--- config.mk ---
export PLATFORM = sky130hd
export DESIGN_NAME = cgo_host_ctrl
export DESIGN_NICKNAME = d
export VERILOG_FILES = /design/src/cgo_pkg.sv /design/src/cgo_line_seq.sv /design/src/cgo_host_ctrl.sv
export SDC_FILE = /design/constraint.sdc
export NUM_CORES = 2
export LEC_CHECK = 0
export BUFFER_PORTS_ARGS = -buffer_cell sky130_fd_sc_hd__buf_2
export CAP_MARGIN = 15
export CORE_MARGIN = 1.5
export CORE_UTILIZATION = 63
export CTS_CLUSTER_SIZE = 14
export DETAILED_ROUTE_END_ITERATION = 10
export HOLD_SLACK_MARGIN = 0.03
export PLACE_DENSITY_LB_ADDON = 0.05
export SLEW_MARGIN = 30
export SYNTH_ARGS = -nofsm -noshare
export SYNTH_HDL_FRONTEND = slang
export SYNTH_HIERARCHICAL = 1
export SYNTH_SLANG_ARGS = --single-unit
--- constraint.sdc ---
create_clock -name MCLK -period 7.25 [get_ports MCLK]
set_input_delay 0.725 -clock MCLK [delete_from_list [all_inputs] [get_ports MCLK]]
set_output_delay 0.725 -clock MCLK [all_outputs]
set_load 0.1 [all_outputs]
--- src/cgo_pkg.sv ---
// Constants for the calibration host controller and its line sequencer.
// Assumes a 20 MHz MCLK, 32-bit APB data and an 8-bit shared pixel bus.
package cgo_pkg;

   // ************************************************************
   // Register map (byte addresses)
   // ************************************************************
   localparam logic [7:0]  A_CTRL  = 8'h00;
   localparam logic [7:0]  A_CFG   = 8'h04;
   localparam logic [7:0]  A_STAT  = 8'h08;
   localparam logic [7:0]  A_MEAS  = 8'h0C;
   localparam logic [7:0]  A_CADDR = 8'h10;
   localparam logic [7:0]  A_CDATA = 8'h14;
   localparam logic [7:0]  A_LAST  = 8'h18;

   // Control bits
   localparam int CTL_LINE = 0;
   localparam int CTL_CAL  = 1;
   localparam int CTL_CORR = 2;

   // Configuration fields
   localparam int F_GAIN = 0;
   localparam int F_MAG  = 4;
   localparam int F_SIGN = 8;
   localparam int F_ADD  = 9;
   localparam int F_POL  = 10;
   localparam int F_SREF = 12;
   localparam int F_SSIG = 16;
   localparam logic [31:0] CFG_MASK = 32'h000F_F7FF;
   localparam logic [31:0] CFG_RST  = 32'h0000_0000;

   // ************************************************************
   // Pixel stream
   // ************************************************************
   localparam int LINE_PIX  = 256;
   localparam int AVG_SHIFT = 8;
   localparam logic [8:0] LAST_IDX = 9'h0FF;

   // ************************************************************
   // Timing
   // ************************************************************
   localparam int MCLK_NS    = 50;
   localparam int PIXEL_CLKS = 8;
   // One clock of code drive: done may fall four clocks after its synced rise
   localparam int DRIVE_NS   = 50;
   localparam int DRIVE_CLKS = DRIVE_NS / MCLK_NS;
   localparam logic [2:0] RD_PH_FIRST  = 3'h1;
   localparam logic [2:0] DRV_PH_FIRST = 3'h2;
   localparam logic [2:0] DRV_PH_LAST  = 3'(DRV_PH_FIRST + DRIVE_CLKS - 1);
   localparam logic [2:0] RD_PH_LAST   = 3'(DRV_PH_LAST + 1);

   // ************************************************************
   // Offset calibration arithmetic
   // ************************************************************
   localparam logic signed [15:0] DAC_BASE  = 16'sh000F;
   localparam logic signed [15:0] DAC_MUL   = 16'sh0027;
   localparam int                 DAC_SHIFT = 5;
   localparam logic signed [15:0] DAC_MAX   = 16'sh000F;
   localparam logic [3:0]         MAG_MAX   = 4'hF;
   localparam logic signed [11:0] ADD_LSB   = 12'sh002;
   localparam logic [7:0]         CODE_UNITY = 8'h00;
   localparam logic [7:0]         CODE_MAXG  = 8'hFF;

   typedef enum logic [1:0] {CAL_IDLE, CAL_UNITY, CAL_MAXG, CAL_CALC} cgo_cal_e;

endpackage : cgo_pkg

--- src/cgo_line_seq.sv ---
// Line sequencer: frames one line, captures results, drives codes.
// Assumes the device delivers one result every eight MCLK cycles.
`timescale 1ns/1ps
module cgo_line_seq (
   // Clock and reset
   input  wire logic        clk,
   input  wire logic        rst_b,
   // Control
   input  wire logic        start,
   input  wire logic [7:0]  code,
   output logic      [7:0]  pix_idx,
   output logic             busy,
   output logic             line_done,
   output logic      [7:0]  pix_q,
   output logic      [15:0] line_sum,
   // Device pins
   input  wire logic        eoc_b_pin,
   input  wire logic [7:0]  bus_pin,
   output logic             sync_o,
   output logic             rd_b_o,
   output logic      [7:0]  bus_o,
   output logic             bus_oe
);

   logic        eoc_m_r, eoc_s_r, eoc_d_r;
   logic [7:0]  bus_m_r, bus_s_r, q_r, bus_o_r;
   logic [2:0]  ph_r;
   logic [8:0]  cnt_r;
   logic        busy_r, done_r, rd_b_r, oe_r;
   logic [15:0] sum_r;

   wire       eoc_rise = eoc_s_r & ~eoc_d_r;
   wire       cap      = busy_r & eoc_rise;
   // Host ends the line by count
   wire       last     = cap & (cnt_r == cgo_pkg::LAST_IDX);
   wire       busy_nxt = (busy_r & ~last) | start;
   wire [2:0] ph_nxt   = eoc_rise ? 3'h0 : (ph_r == 3'h7 ? ph_r : ph_r + 3'h1);
   wire       drv_nxt  = busy_r & ~last & eoc_s_r & (ph_nxt >= cgo_pkg::DRV_PH_FIRST)
                         & (ph_nxt <= cgo_pkg::DRV_PH_LAST);
   wire       rdh_nxt  = busy_r & eoc_s_r & (ph_nxt >= cgo_pkg::RD_PH_FIRST)
                         & (ph_nxt <= cgo_pkg::RD_PH_LAST);

   always_ff @(posedge clk or negedge rst_b) begin
      if (!rst_b) begin
         eoc_m_r <= 1'b1;
         eoc_s_r <= 1'b1;
         eoc_d_r <= 1'b1;
         bus_m_r <= 8'h00;
         bus_s_r <= 8'h00;
      end else begin
         eoc_m_r <= eoc_b_pin;
         eoc_s_r <= eoc_m_r;
         eoc_d_r <= eoc_s_r;
         bus_m_r <= bus_pin;
         bus_s_r <= bus_m_r;
      end
   end

   always_ff @(posedge clk or negedge rst_b) begin
      if (!rst_b) begin
         ph_r    <= 3'h7;
         cnt_r   <= 9'h000;
         busy_r  <= 1'b0;
         done_r  <= 1'b0;
         q_r     <= 8'h00;
         sum_r   <= 16'h0000;
         rd_b_r  <= 1'b1;
         oe_r    <= 1'b0;
         bus_o_r <= 8'h00;
      end else begin
         ph_r    <= ph_nxt;
         busy_r  <= busy_nxt;
         done_r  <= last;
         rd_b_r  <= ~busy_nxt | rdh_nxt;
         oe_r    <= drv_nxt;
         bus_o_r <= drv_nxt ? code : 8'h00;
         if (start) begin
            cnt_r <= 9'h000;
            sum_r <= 16'h0000;
         end else if (cap) begin
            cnt_r <= cnt_r + 9'h001;
            sum_r <= sum_r + {8'h00, bus_s_r};
            q_r   <= bus_s_r;
         end
      end
   end

   assign pix_idx   = cnt_r[7:0];
   assign busy      = busy_r;
   assign line_done = done_r;
   assign pix_q     = q_r;
   assign line_sum  = sum_r;
   assign sync_o    = busy_r;
   assign rd_b_o    = rd_b_r;
   assign bus_o     = bus_o_r;
   assign bus_oe    = oe_r;
endmodule : cgo_line_seq

--- src/cgo_host_ctrl.sv ---
// Host controller for a linear sensor digitiser: APB registers,
// correction code memory, line framing and offset calibration.
// Assumes the device pins below and APB on the same MCLK.
//
// Operation
// - Coarse gain changes per line only
// - Update config after line or sync low
// - Offset DAC code is static only
// - Capture result on done rising edge
// - Result enable kept off while codes drive
// - Calibrate offset, coarse gain, shading in order; only offset is calibrated here, and coarse gain comes from software
// - First black line: gain 0, DAC max
// - Second black line with code 255
// - DAC code is 15+39*(m1-m2)/32
// - Add bit set when 3*m1 below m2
// - Residual offset (3*m1-m2)/2, plus 2 when add bit set
// - Codes resupplied on every line
`timescale 1ns/1ps
module cgo_host_ctrl (
   // Clock and reset
   input  wire logic        MCLK,
   input  wire logic        RST_B,
   // APB slave
   input  wire logic        PSEL,
   input  wire logic        PENABLE,
   input  wire logic        PWRITE,
   input  wire logic [7:0]  PADDR,
   input  wire logic [31:0] PWDATA,
   output logic             PREADY,
   output logic      [31:0] PRDATA,
   output logic             PSLVERR,
   // Line framing and shared pixel bus
   output logic             LINE_SYNC,
   input  wire logic        CONV_DONE_B,
   output logic             RESULT_OE_B,
   input  wire logic [7:0]  PIXEL_RESULT_BUS_I,
   output logic      [7:0]  PIXEL_CORRECTION_BUS_O,
   output logic             PIXEL_CORRECTION_BUS_OE,
   // Device configuration
   output logic      [3:0]  CFG_COARSE_GAIN,
   output logic             CFG_POLARITY,
   output logic             CFG_DAC_SIGN,
   output logic      [3:0]  CFG_DAC_MAG,
   output logic             CFG_OFFSET_ADD,
   output logic      [3:0]  CFG_SAMPLE_REF,
   output logic      [3:0]  CFG_SAMPLE_SIG
);

   // ************************************************************
   // State
   // ************************************************************
   logic               pready_r, pslverr_r;
   logic [31:0]        prdata_r, cfg_r;
   logic               corr_en_r, cal_done_r, line_go_r, launched_r;
   logic [7:0]         caddr_r, m1_r, m2_r;
   logic signed [11:0] offs_r;
   logic [3:0]         gain_r, mag_r, sref_r, ssig_r;
   logic               pol_r, sign_r, add_r;
   cgo_pkg::cgo_cal_e  state_r, state_nxt;
   logic [7:0]         coef_mem [0:cgo_pkg::LINE_PIX-1];

   logic [7:0]         pix_idx, pix_q;
   logic [15:0]        line_sum;
   logic               seq_busy, line_done;

   function automatic logic [7:0] line_avg(input logic [15:0] s);
      return 8'(s >> cgo_pkg::AVG_SHIFT);
   endfunction : line_avg

   // ************************************************************
   // APB decode
   // ************************************************************
   wire acc      = PSEL & PENABLE;
   wire first    = acc & ~pready_r;
   wire wr_en    = acc & PWRITE & pready_r;
   wire hit_ctrl = PADDR == cgo_pkg::A_CTRL;
   wire hit_cfg  = PADDR == cgo_pkg::A_CFG;
   wire hit_stat = PADDR == cgo_pkg::A_STAT;
   wire hit_meas = PADDR == cgo_pkg::A_MEAS;
   wire hit_cadr = PADDR == cgo_pkg::A_CADDR;
   wire hit_cdat = PADDR == cgo_pkg::A_CDATA;
   wire hit_last = PADDR == cgo_pkg::A_LAST;
   wire mapped   = hit_ctrl | hit_cfg | hit_stat | hit_meas | hit_cadr | hit_cdat
                   | hit_last;

   wire cal_busy = state_r != cgo_pkg::CAL_IDLE;
   wire [31:0] rd_ctrl = {29'h0, corr_en_r, 2'b00};
   wire [31:0] rd_stat = {29'h0, cal_done_r, cal_busy, seq_busy};
   wire [31:0] rd_meas = {4'h0, offs_r, m2_r, m1_r};
   wire [31:0] rdata   = hit_ctrl ? rd_ctrl :
                         hit_cfg  ? cfg_r :
                         hit_stat ? rd_stat :
                         hit_meas ? rd_meas :
                         hit_cadr ? {24'h0, caddr_r} :
                         hit_cdat ? {24'h0, coef_mem[caddr_r]} :
                         hit_last ? {24'h0, pix_q} : 32'h0000_0000;

   wire go_line_sw = wr_en & hit_ctrl & PWDATA[cgo_pkg::CTL_LINE];
   wire go_cal_sw  = wr_en & hit_ctrl & PWDATA[cgo_pkg::CTL_CAL];

   always_ff @(posedge MCLK or negedge RST_B) begin
      if (!RST_B) begin
         pready_r  <= 1'b0;
         pslverr_r <= 1'b0;
         prdata_r  <= 32'h0000_0000;
      end else begin
         pready_r  <= first;
         pslverr_r <= first & ~mapped;
         prdata_r  <= (first & ~PWRITE) ? rdata : 32'h0000_0000;
      end
   end

   // ************************************************************
   // Offset calibration arithmetic
   // ************************************************************
   wire signed [15:0] m1x  = $signed({8'h00, m1_r});
   wire signed [15:0] m2x  = $signed({8'h00, m2_r});
   // Integer form of the DAC code
   wire signed [15:0] prod = (m1x - m2x) * cgo_pkg::DAC_MUL;
   wire signed [15:0] dac  = cgo_pkg::DAC_BASE + (prod >>> cgo_pkg::DAC_SHIFT);
   // Result outside the DAC span saturates rather than wraps
   wire signed [15:0] dacc = dac > cgo_pkg::DAC_MAX ? cgo_pkg::DAC_MAX :
                             dac < -cgo_pkg::DAC_MAX ? -cgo_pkg::DAC_MAX : dac;
   wire               sign_calc = dacc < 0;
   wire [3:0]         mag_calc  = 4'(sign_calc ? -dacc : dacc);
   wire signed [11:0] lin3 = 12'(m1x + m1x + m1x - m2x);
   // Add bit when 3*m1 below m2
   wire               add_calc  = lin3 < 0;
   wire signed [11:0] offs_calc = (lin3 >>> 1) + (add_calc ? cgo_pkg::ADD_LSB : 12'sh000);

   // ************************************************************
   // Calibration sequence
   // ************************************************************
   // Offset phase runs as a fixed order
   always_comb begin
      state_nxt = state_r;
      case (state_r)
         cgo_pkg::CAL_IDLE: begin
            if (go_cal_sw && !seq_busy && !line_go_r)
               state_nxt = cgo_pkg::CAL_UNITY;
         end
         cgo_pkg::CAL_UNITY: begin
            if (line_done && launched_r)
               state_nxt = cgo_pkg::CAL_MAXG;
         end
         cgo_pkg::CAL_MAXG: begin
            if (line_done && launched_r)
               state_nxt = cgo_pkg::CAL_CALC;
         end
         cgo_pkg::CAL_CALC: state_nxt = cgo_pkg::CAL_IDLE;
         default: state_nxt = cgo_pkg::CAL_IDLE;
      endcase
   end

   wire cal_line = (state_r == cgo_pkg::CAL_UNITY) | (state_r == cgo_pkg::CAL_MAXG);
   // Black line waits until its setup stands on the pins
   wire cal_set  = (gain_r == 4'h0) & (mag_r == cgo_pkg::MAG_MAX) & ~sign_r & ~add_r;
   wire cal_go   = cal_line & cal_set & ~launched_r & ~seq_busy & ~line_go_r;
   wire sw_go    = go_line_sw & ~cal_busy & ~seq_busy & ~line_go_r;
   // Pins follow software only between lines
   wire pin_upd  = ~seq_busy & ~line_go_r;

   // Unity code on first black line
   wire [7:0] code = (state_r == cgo_pkg::CAL_UNITY) ? cgo_pkg::CODE_UNITY :
                     (state_r == cgo_pkg::CAL_MAXG)  ? cgo_pkg::CODE_MAXG :
                     (corr_en_r & cal_done_r)        ? coef_mem[pix_idx] : 8'h00;

   always_ff @(posedge MCLK or negedge RST_B) begin
      if (!RST_B) begin
         state_r    <= cgo_pkg::CAL_IDLE;
         line_go_r  <= 1'b0;
         launched_r <= 1'b0;
         m1_r       <= 8'h00;
         m2_r       <= 8'h00;
         offs_r     <= 12'sh000;
         cal_done_r <= 1'b0;
      end else begin
         state_r   <= state_nxt;
         line_go_r <= cal_go | sw_go;
         if (cal_go)
            launched_r <= 1'b1;
         else if (line_done)
            launched_r <= 1'b0;
         if (line_done && state_r == cgo_pkg::CAL_UNITY)
            m1_r <= line_avg(line_sum);
         if (line_done && state_r == cgo_pkg::CAL_MAXG)
            m2_r <= line_avg(line_sum);
         if (state_r == cgo_pkg::CAL_CALC)
            offs_r <= offs_calc;
         // Shading codes held back until offset done
         if (state_r == cgo_pkg::CAL_CALC)
            cal_done_r <= 1'b1;
         else if (state_nxt == cgo_pkg::CAL_UNITY && state_r == cgo_pkg::CAL_IDLE)
            cal_done_r <= 1'b0;
      end
   end

   // ************************************************************
   // Software registers and code memory
   // ************************************************************
   always_ff @(posedge MCLK or negedge RST_B) begin
      if (!RST_B) begin
         cfg_r     <= cgo_pkg::CFG_RST;
         corr_en_r <= 1'b0;
         caddr_r   <= 8'h00;
      end else begin
         if (wr_en && hit_cfg)
            cfg_r <= PWDATA & cgo_pkg::CFG_MASK;
         // Calibration result becomes the static setting
         if (state_r == cgo_pkg::CAL_CALC) begin
            cfg_r[cgo_pkg::F_MAG +: 4] <= mag_calc;
            cfg_r[cgo_pkg::F_SIGN]     <= sign_calc;
            cfg_r[cgo_pkg::F_ADD]      <= add_calc;
         end
         if (wr_en && hit_ctrl)
            corr_en_r <= PWDATA[cgo_pkg::CTL_CORR];
         if (wr_en && hit_cadr)
            caddr_r <= PWDATA[7:0];
         else if (wr_en && hit_cdat)
            caddr_r <= caddr_r + 8'h01;
      end
   end

   // Whole code set kept for every line
   always_ff @(posedge MCLK) begin
      if (wr_en && hit_cdat)
         coef_mem[caddr_r] <= PWDATA[7:0];
   end

   // ************************************************************
   // Device configuration pins
   // ************************************************************
   // Gain and offset only change between lines
   always_ff @(posedge MCLK or negedge RST_B) begin
      if (!RST_B) begin
         gain_r <= 4'h0;
         mag_r  <= 4'h0;
         sign_r <= 1'b0;
         add_r  <= 1'b0;
         pol_r  <= 1'b0;
         sref_r <= 4'h0;
         ssig_r <= 4'h0;
      end else if (pin_upd) begin
         pol_r  <= cfg_r[cgo_pkg::F_POL];
         sref_r <= cfg_r[cgo_pkg::F_SREF +: 4];
         ssig_r <= cfg_r[cgo_pkg::F_SSIG +: 4];
         if (cal_line) begin
            // Gain 0, DAC at +max, no add
            gain_r <= 4'h0;
            mag_r  <= cgo_pkg::MAG_MAX;
            sign_r <= 1'b0;
            add_r  <= 1'b0;
         end else begin
            gain_r <= cfg_r[cgo_pkg::F_GAIN +: 4];
            mag_r  <= cfg_r[cgo_pkg::F_MAG +: 4];
            sign_r <= cfg_r[cgo_pkg::F_SIGN];
            add_r  <= cfg_r[cgo_pkg::F_ADD];
         end
      end
   end

   // ************************************************************
   // Line sequencer
   // ************************************************************
   cgo_line_seq u_seq (
      .clk       (MCLK),
      .rst_b     (RST_B),
      .start     (line_go_r),
      .code      (code),
      .pix_idx   (pix_idx),
      .busy      (seq_busy),
      .line_done (line_done),
      .pix_q     (pix_q),
      .line_sum  (line_sum),
      .eoc_b_pin (CONV_DONE_B),
      .bus_pin   (PIXEL_RESULT_BUS_I),
      .sync_o    (LINE_SYNC),
      .rd_b_o    (RESULT_OE_B),
      .bus_o     (PIXEL_CORRECTION_BUS_O),
      .bus_oe    (PIXEL_CORRECTION_BUS_OE)
   );

   assign PREADY          = pready_r;
   assign PRDATA          = prdata_r;
   assign PSLVERR         = pslverr_r;
   assign CFG_COARSE_GAIN = gain_r;
   assign CFG_POLARITY    = pol_r;
   assign CFG_DAC_SIGN    = sign_r;
   assign CFG_DAC_MAG     = mag_r;
   assign CFG_OFFSET_ADD  = add_r;
   assign CFG_SAMPLE_REF  = sref_r;
   assign CFG_SAMPLE_SIG  = ssig_r;
endmodule : cgo_host_ctrl

==> key figures <==
STA
  – Final setup fails: 0
  – Max-slew violations: 0
  – Worst slew pin tran: around 1100 ps
  – Fin Setup TNS: 0 ps
  – Final clock skew: ~40 ps
  – Fin crit share: 94.6%
  – Hold Vio Cnt, Final: 0
  – Fin crit period: 6860 ps
  – Worst slew margin: 26.3%
  – Maximum clock frequency: 146 MHz
  – RSZ-0062 raised after global routing: false

Critical path
  – Setup crit start kind: flip-flop
  – FF-to-FF Start: m1_r[0]
  – Max Fanout on Critical Path: 8
  – WP data arrival: 7610 ps
  – Setup Crit Path Kind: flip-flop to flip-flop
  – Crit. End Element: flip-flop
  – R2R Setup Slk: roughly 390 ps
  – Cells on worst reg2reg path: 23
  – FF-to-FF End: cfg_r[5]
  – WP data required: about 8000 ps

Logic synthesis
  – Synthesis warning total: 6
  – Syn Area/Cell: 20.2 µm²
  – Number of synthesized register bits: about 2200
  – Cell Area, Synth: 0.106 mm²
  – Synth cell types: 82
  – Post-synthesis async set-or-reset flop share: 7.87%
  – Post-Synthesis Cells: 5222
  – Top_reg_cell synth: edfxtp_1
  – Sequential area share after synthesis: 62.4%
  – Post-synth EDFFs: about 2000

Global route
  – GR Overflow Total: 0
  – Total GRT Usage: 36.9%
  – Largest net degree at the start of global routing: 180
  – First-pass GRT wire length: 432000 µm
  – Initial antenna violation count: 35
  – Vias in the first global route: 57000

Clock tree
  – Post-CTS Setup Bufs: 0
  – CTS Buf Count: 221
  – Later-pin clock latency in the skew report: approximately 870 ps
  – Clk root buf: clkbuf_16
  – H-tree levels: 4
  – Worst-case clock buffer depth: 3
  – CTS tree: built
  – Clk pin slew, worst setup/hold paths: 60 ps
  – Clock sink total: 2223

Die
  – Die height: 412 µm
  – Row count: 150
  – Ports: 118
  – Initial core utilization: a little over three fifths
  – Die area: approximately 0.17 mm²
  – Core area: 0.167 mm²
  – Die Width: 412 µm

Worst hold path
  – Min-Delay Path Depth: 2
  – Hold EP: cfg_r[10]
  – Hold crit path type: input pin to flip-flop
  – Hold_sp: PWDATA[10]

Pwr
  – Pwr/cell area: approximately 300 mW/mm²
  – LEAKAGE: 37.0 nW
  – VDD IR max: between 0.2 and 0.3 mV
  – Tot Pwr: 35.2 mW

Cells and area
  – Area Overhead vs Synth: 10.1%
  – Final nets: 5448
  – Most frequent cells in the layout: 2048 x edfxtp_1, 1334 x mux4_2, 306 x nor2_1
  – Fraction of layout cells with a size suffix above 1: roughly 37%
  – Most common cell after layout, fill and taps aside: edfxtp_1
  – Layout Cells excl Fill: 7705

Routing
  – DR WL met3: 40300 µm
  – DR vias/cell: 7.62
  – Vias: 58700
  – First-pass iteration count of the detailed router: 8
  – Met2 wire len: 140000 µm
  – Met1 wire length: roughly 110000 µm
  – Post-route ant nets: 0
  – Uppermost layer routed: met5
  – Remaining DRCs: 0
  – Drt wl/cell: roughly 40 µm
  – Routed Wire Length: 307000 µm
  – DR iter-0 viols: 9397

Run
  – Max-cap violations: 0

Placement
  – Dpl cells: 7270
  – Port Buffer Count: 100
  – Routability cong.: roughly 0.94
  – DP HPWL: roughly 200000 µm

Status
  – Run status: finished clean
layer usage:
layer	GRT usage, %	up-vias
met5	0	-
met4	16.1	20
met3	9.38	639
met2	53.5	4273
met1	54.2	31200
li1	-	22500
per-stage QoR:
step | cell area, µm² | hold slack, ps | setup slack [ps] | utilization, %
global route | 116000 | 92.1 | 10.6 | 69.6
finish | 116000 | 120 | 394 | 69.6
CTS | 116000 | 57.5 | 302 | 69.5
global placement | 109000 | 336 | 403 | 65.1
floorplan | 106000 | 331 | 972 | -
detailed placement | 109000 | 343 | 355 | 65.1
flip-flops by register name (all words and copies together), names as in the netlist, 2 cells and up:
signal and flops:
m1_r 8, m2_r 8, PRDATA 27, u_seq/bus_o 8
caddr_r 8, u_seq/pix_q 8, u_seq/cnt_r 9, CFG_COARSE_GAIN 4
cfg_r 19, u_seq/bus_s_r 8, state_r 2, u_seq/bus_m_r 8
CFG_DAC_MAG 4, u_seq/line_sum 16, coef_mem 2048, CFG_SAMPLE_REF 4
CFG_SAMPLE_SIG 4, u_seq/ph_r 3, offs_r 11
logic make-up after synthesis:
group / Yosys count / share of synthesized area (%)
other: 1 / 0.00355
XOR/XNOR: 47 / 0.390
AO/OA/AOI/OAI: 265 / 1.68
multiplexers: 1412 / 29.3
AND/OR/NAND/NOR: 723 / 3.06
flip-flops: 2223 / 62.4
adder cells (fa/ha/maj): 93 / 1.26
buffers and inverters: 458 / 1.92
worst max-delay path, stage by stage, from the launching register on:
cell and delay, ps:
dfrtp_1 380, inv_1 120, ha_1 180, inv_1 70
fa_1 400, a21oi_1 200, o21bai_1 140, a21oi_1 280
xnor2_1 350, ha_1 360, ha_1 290, fa_1 520
fa_1 440, ha_1 420, nand4_1 220, nor2_1 400
nor4_1 120, nor3_1 240, nor4bb_1 470, a21boi_2 340
mux2i_1 250, mux2i_1 170, a32o_1 300, mux2i_1 140
repair_timing:
item | CTS | global route
gates resized for setup | 0 | 5
setup endpoints to repair | 0 | 4
endpoints found under the hold margin | 9 | 64
hold buffers | 9 | 1
worst max-delay path by stage:
stage | start | endpoint | slack, ps | cells past startpoint
floorplan | m1_r[0] | cfg_r[6] | 970 | 24
global placement | m1_r[0] | cfg_r[6] | 400 | 23
finish | m1_r[0] | cfg_r[5] | 390 | 23
CTS | m1_r[0] | cfg_r[6] | 300 | 24
detailed placement | m1_r[0] | cfg_r[6] | 360 | 24
global route | m1_r[0] | cfg_r[6] | 10 | 23
cells in the mapped netlist, types with 17 or more instances:
cell type  number  share of area (%)
edfxtp_1     2048                 58
mux4_2       1334                 28
nor2_1        346                1.2
clkbuf_1      203               0.72
dfrtp_1       168                4.0
nand2_1       149               0.53
buf_2         119               0.56
nand3_1        75               0.36
ha_1           71               0.84
inv_1          69               0.25
a21oi_1        66               0.31
mux2_2         60               0.64
o21ai_0        36               0.17
buf_4          31               0.22
buf_1          30               0.11
a22oi_1        29               0.21
nor2b_1        29               0.17
xnor2_1        27               0.22
nor3_1         24               0.11
fa_1           22               0.42
xor2_1         20               0.17
mux2i_1        17               0.16
cell type report:
class / count / area (µm²)
inverters: 69 / 259
diodes: 12 / 30.0
well taps: 2204 / 2760
clock inverters: 139 / 1260
clock buffers: 272 / 5990
repair buffers: 242 / 2150
fillers: 10200 / 50600
multi-input cells: 2544 / 37800
flip-flops and latches: 2223 / 65900
report_power, final:
group	total, mW	leakage (nW)	internal (mW)	switching (mW)
sequential	14.4	20.7	14.1	0.285
combinational	9.31	12.7	4.26	5.05
clock	11.5	3.54	6.61	4.91
total	35.2	37.0	25.0	10.2
Power figures use the tool's default switching activity.
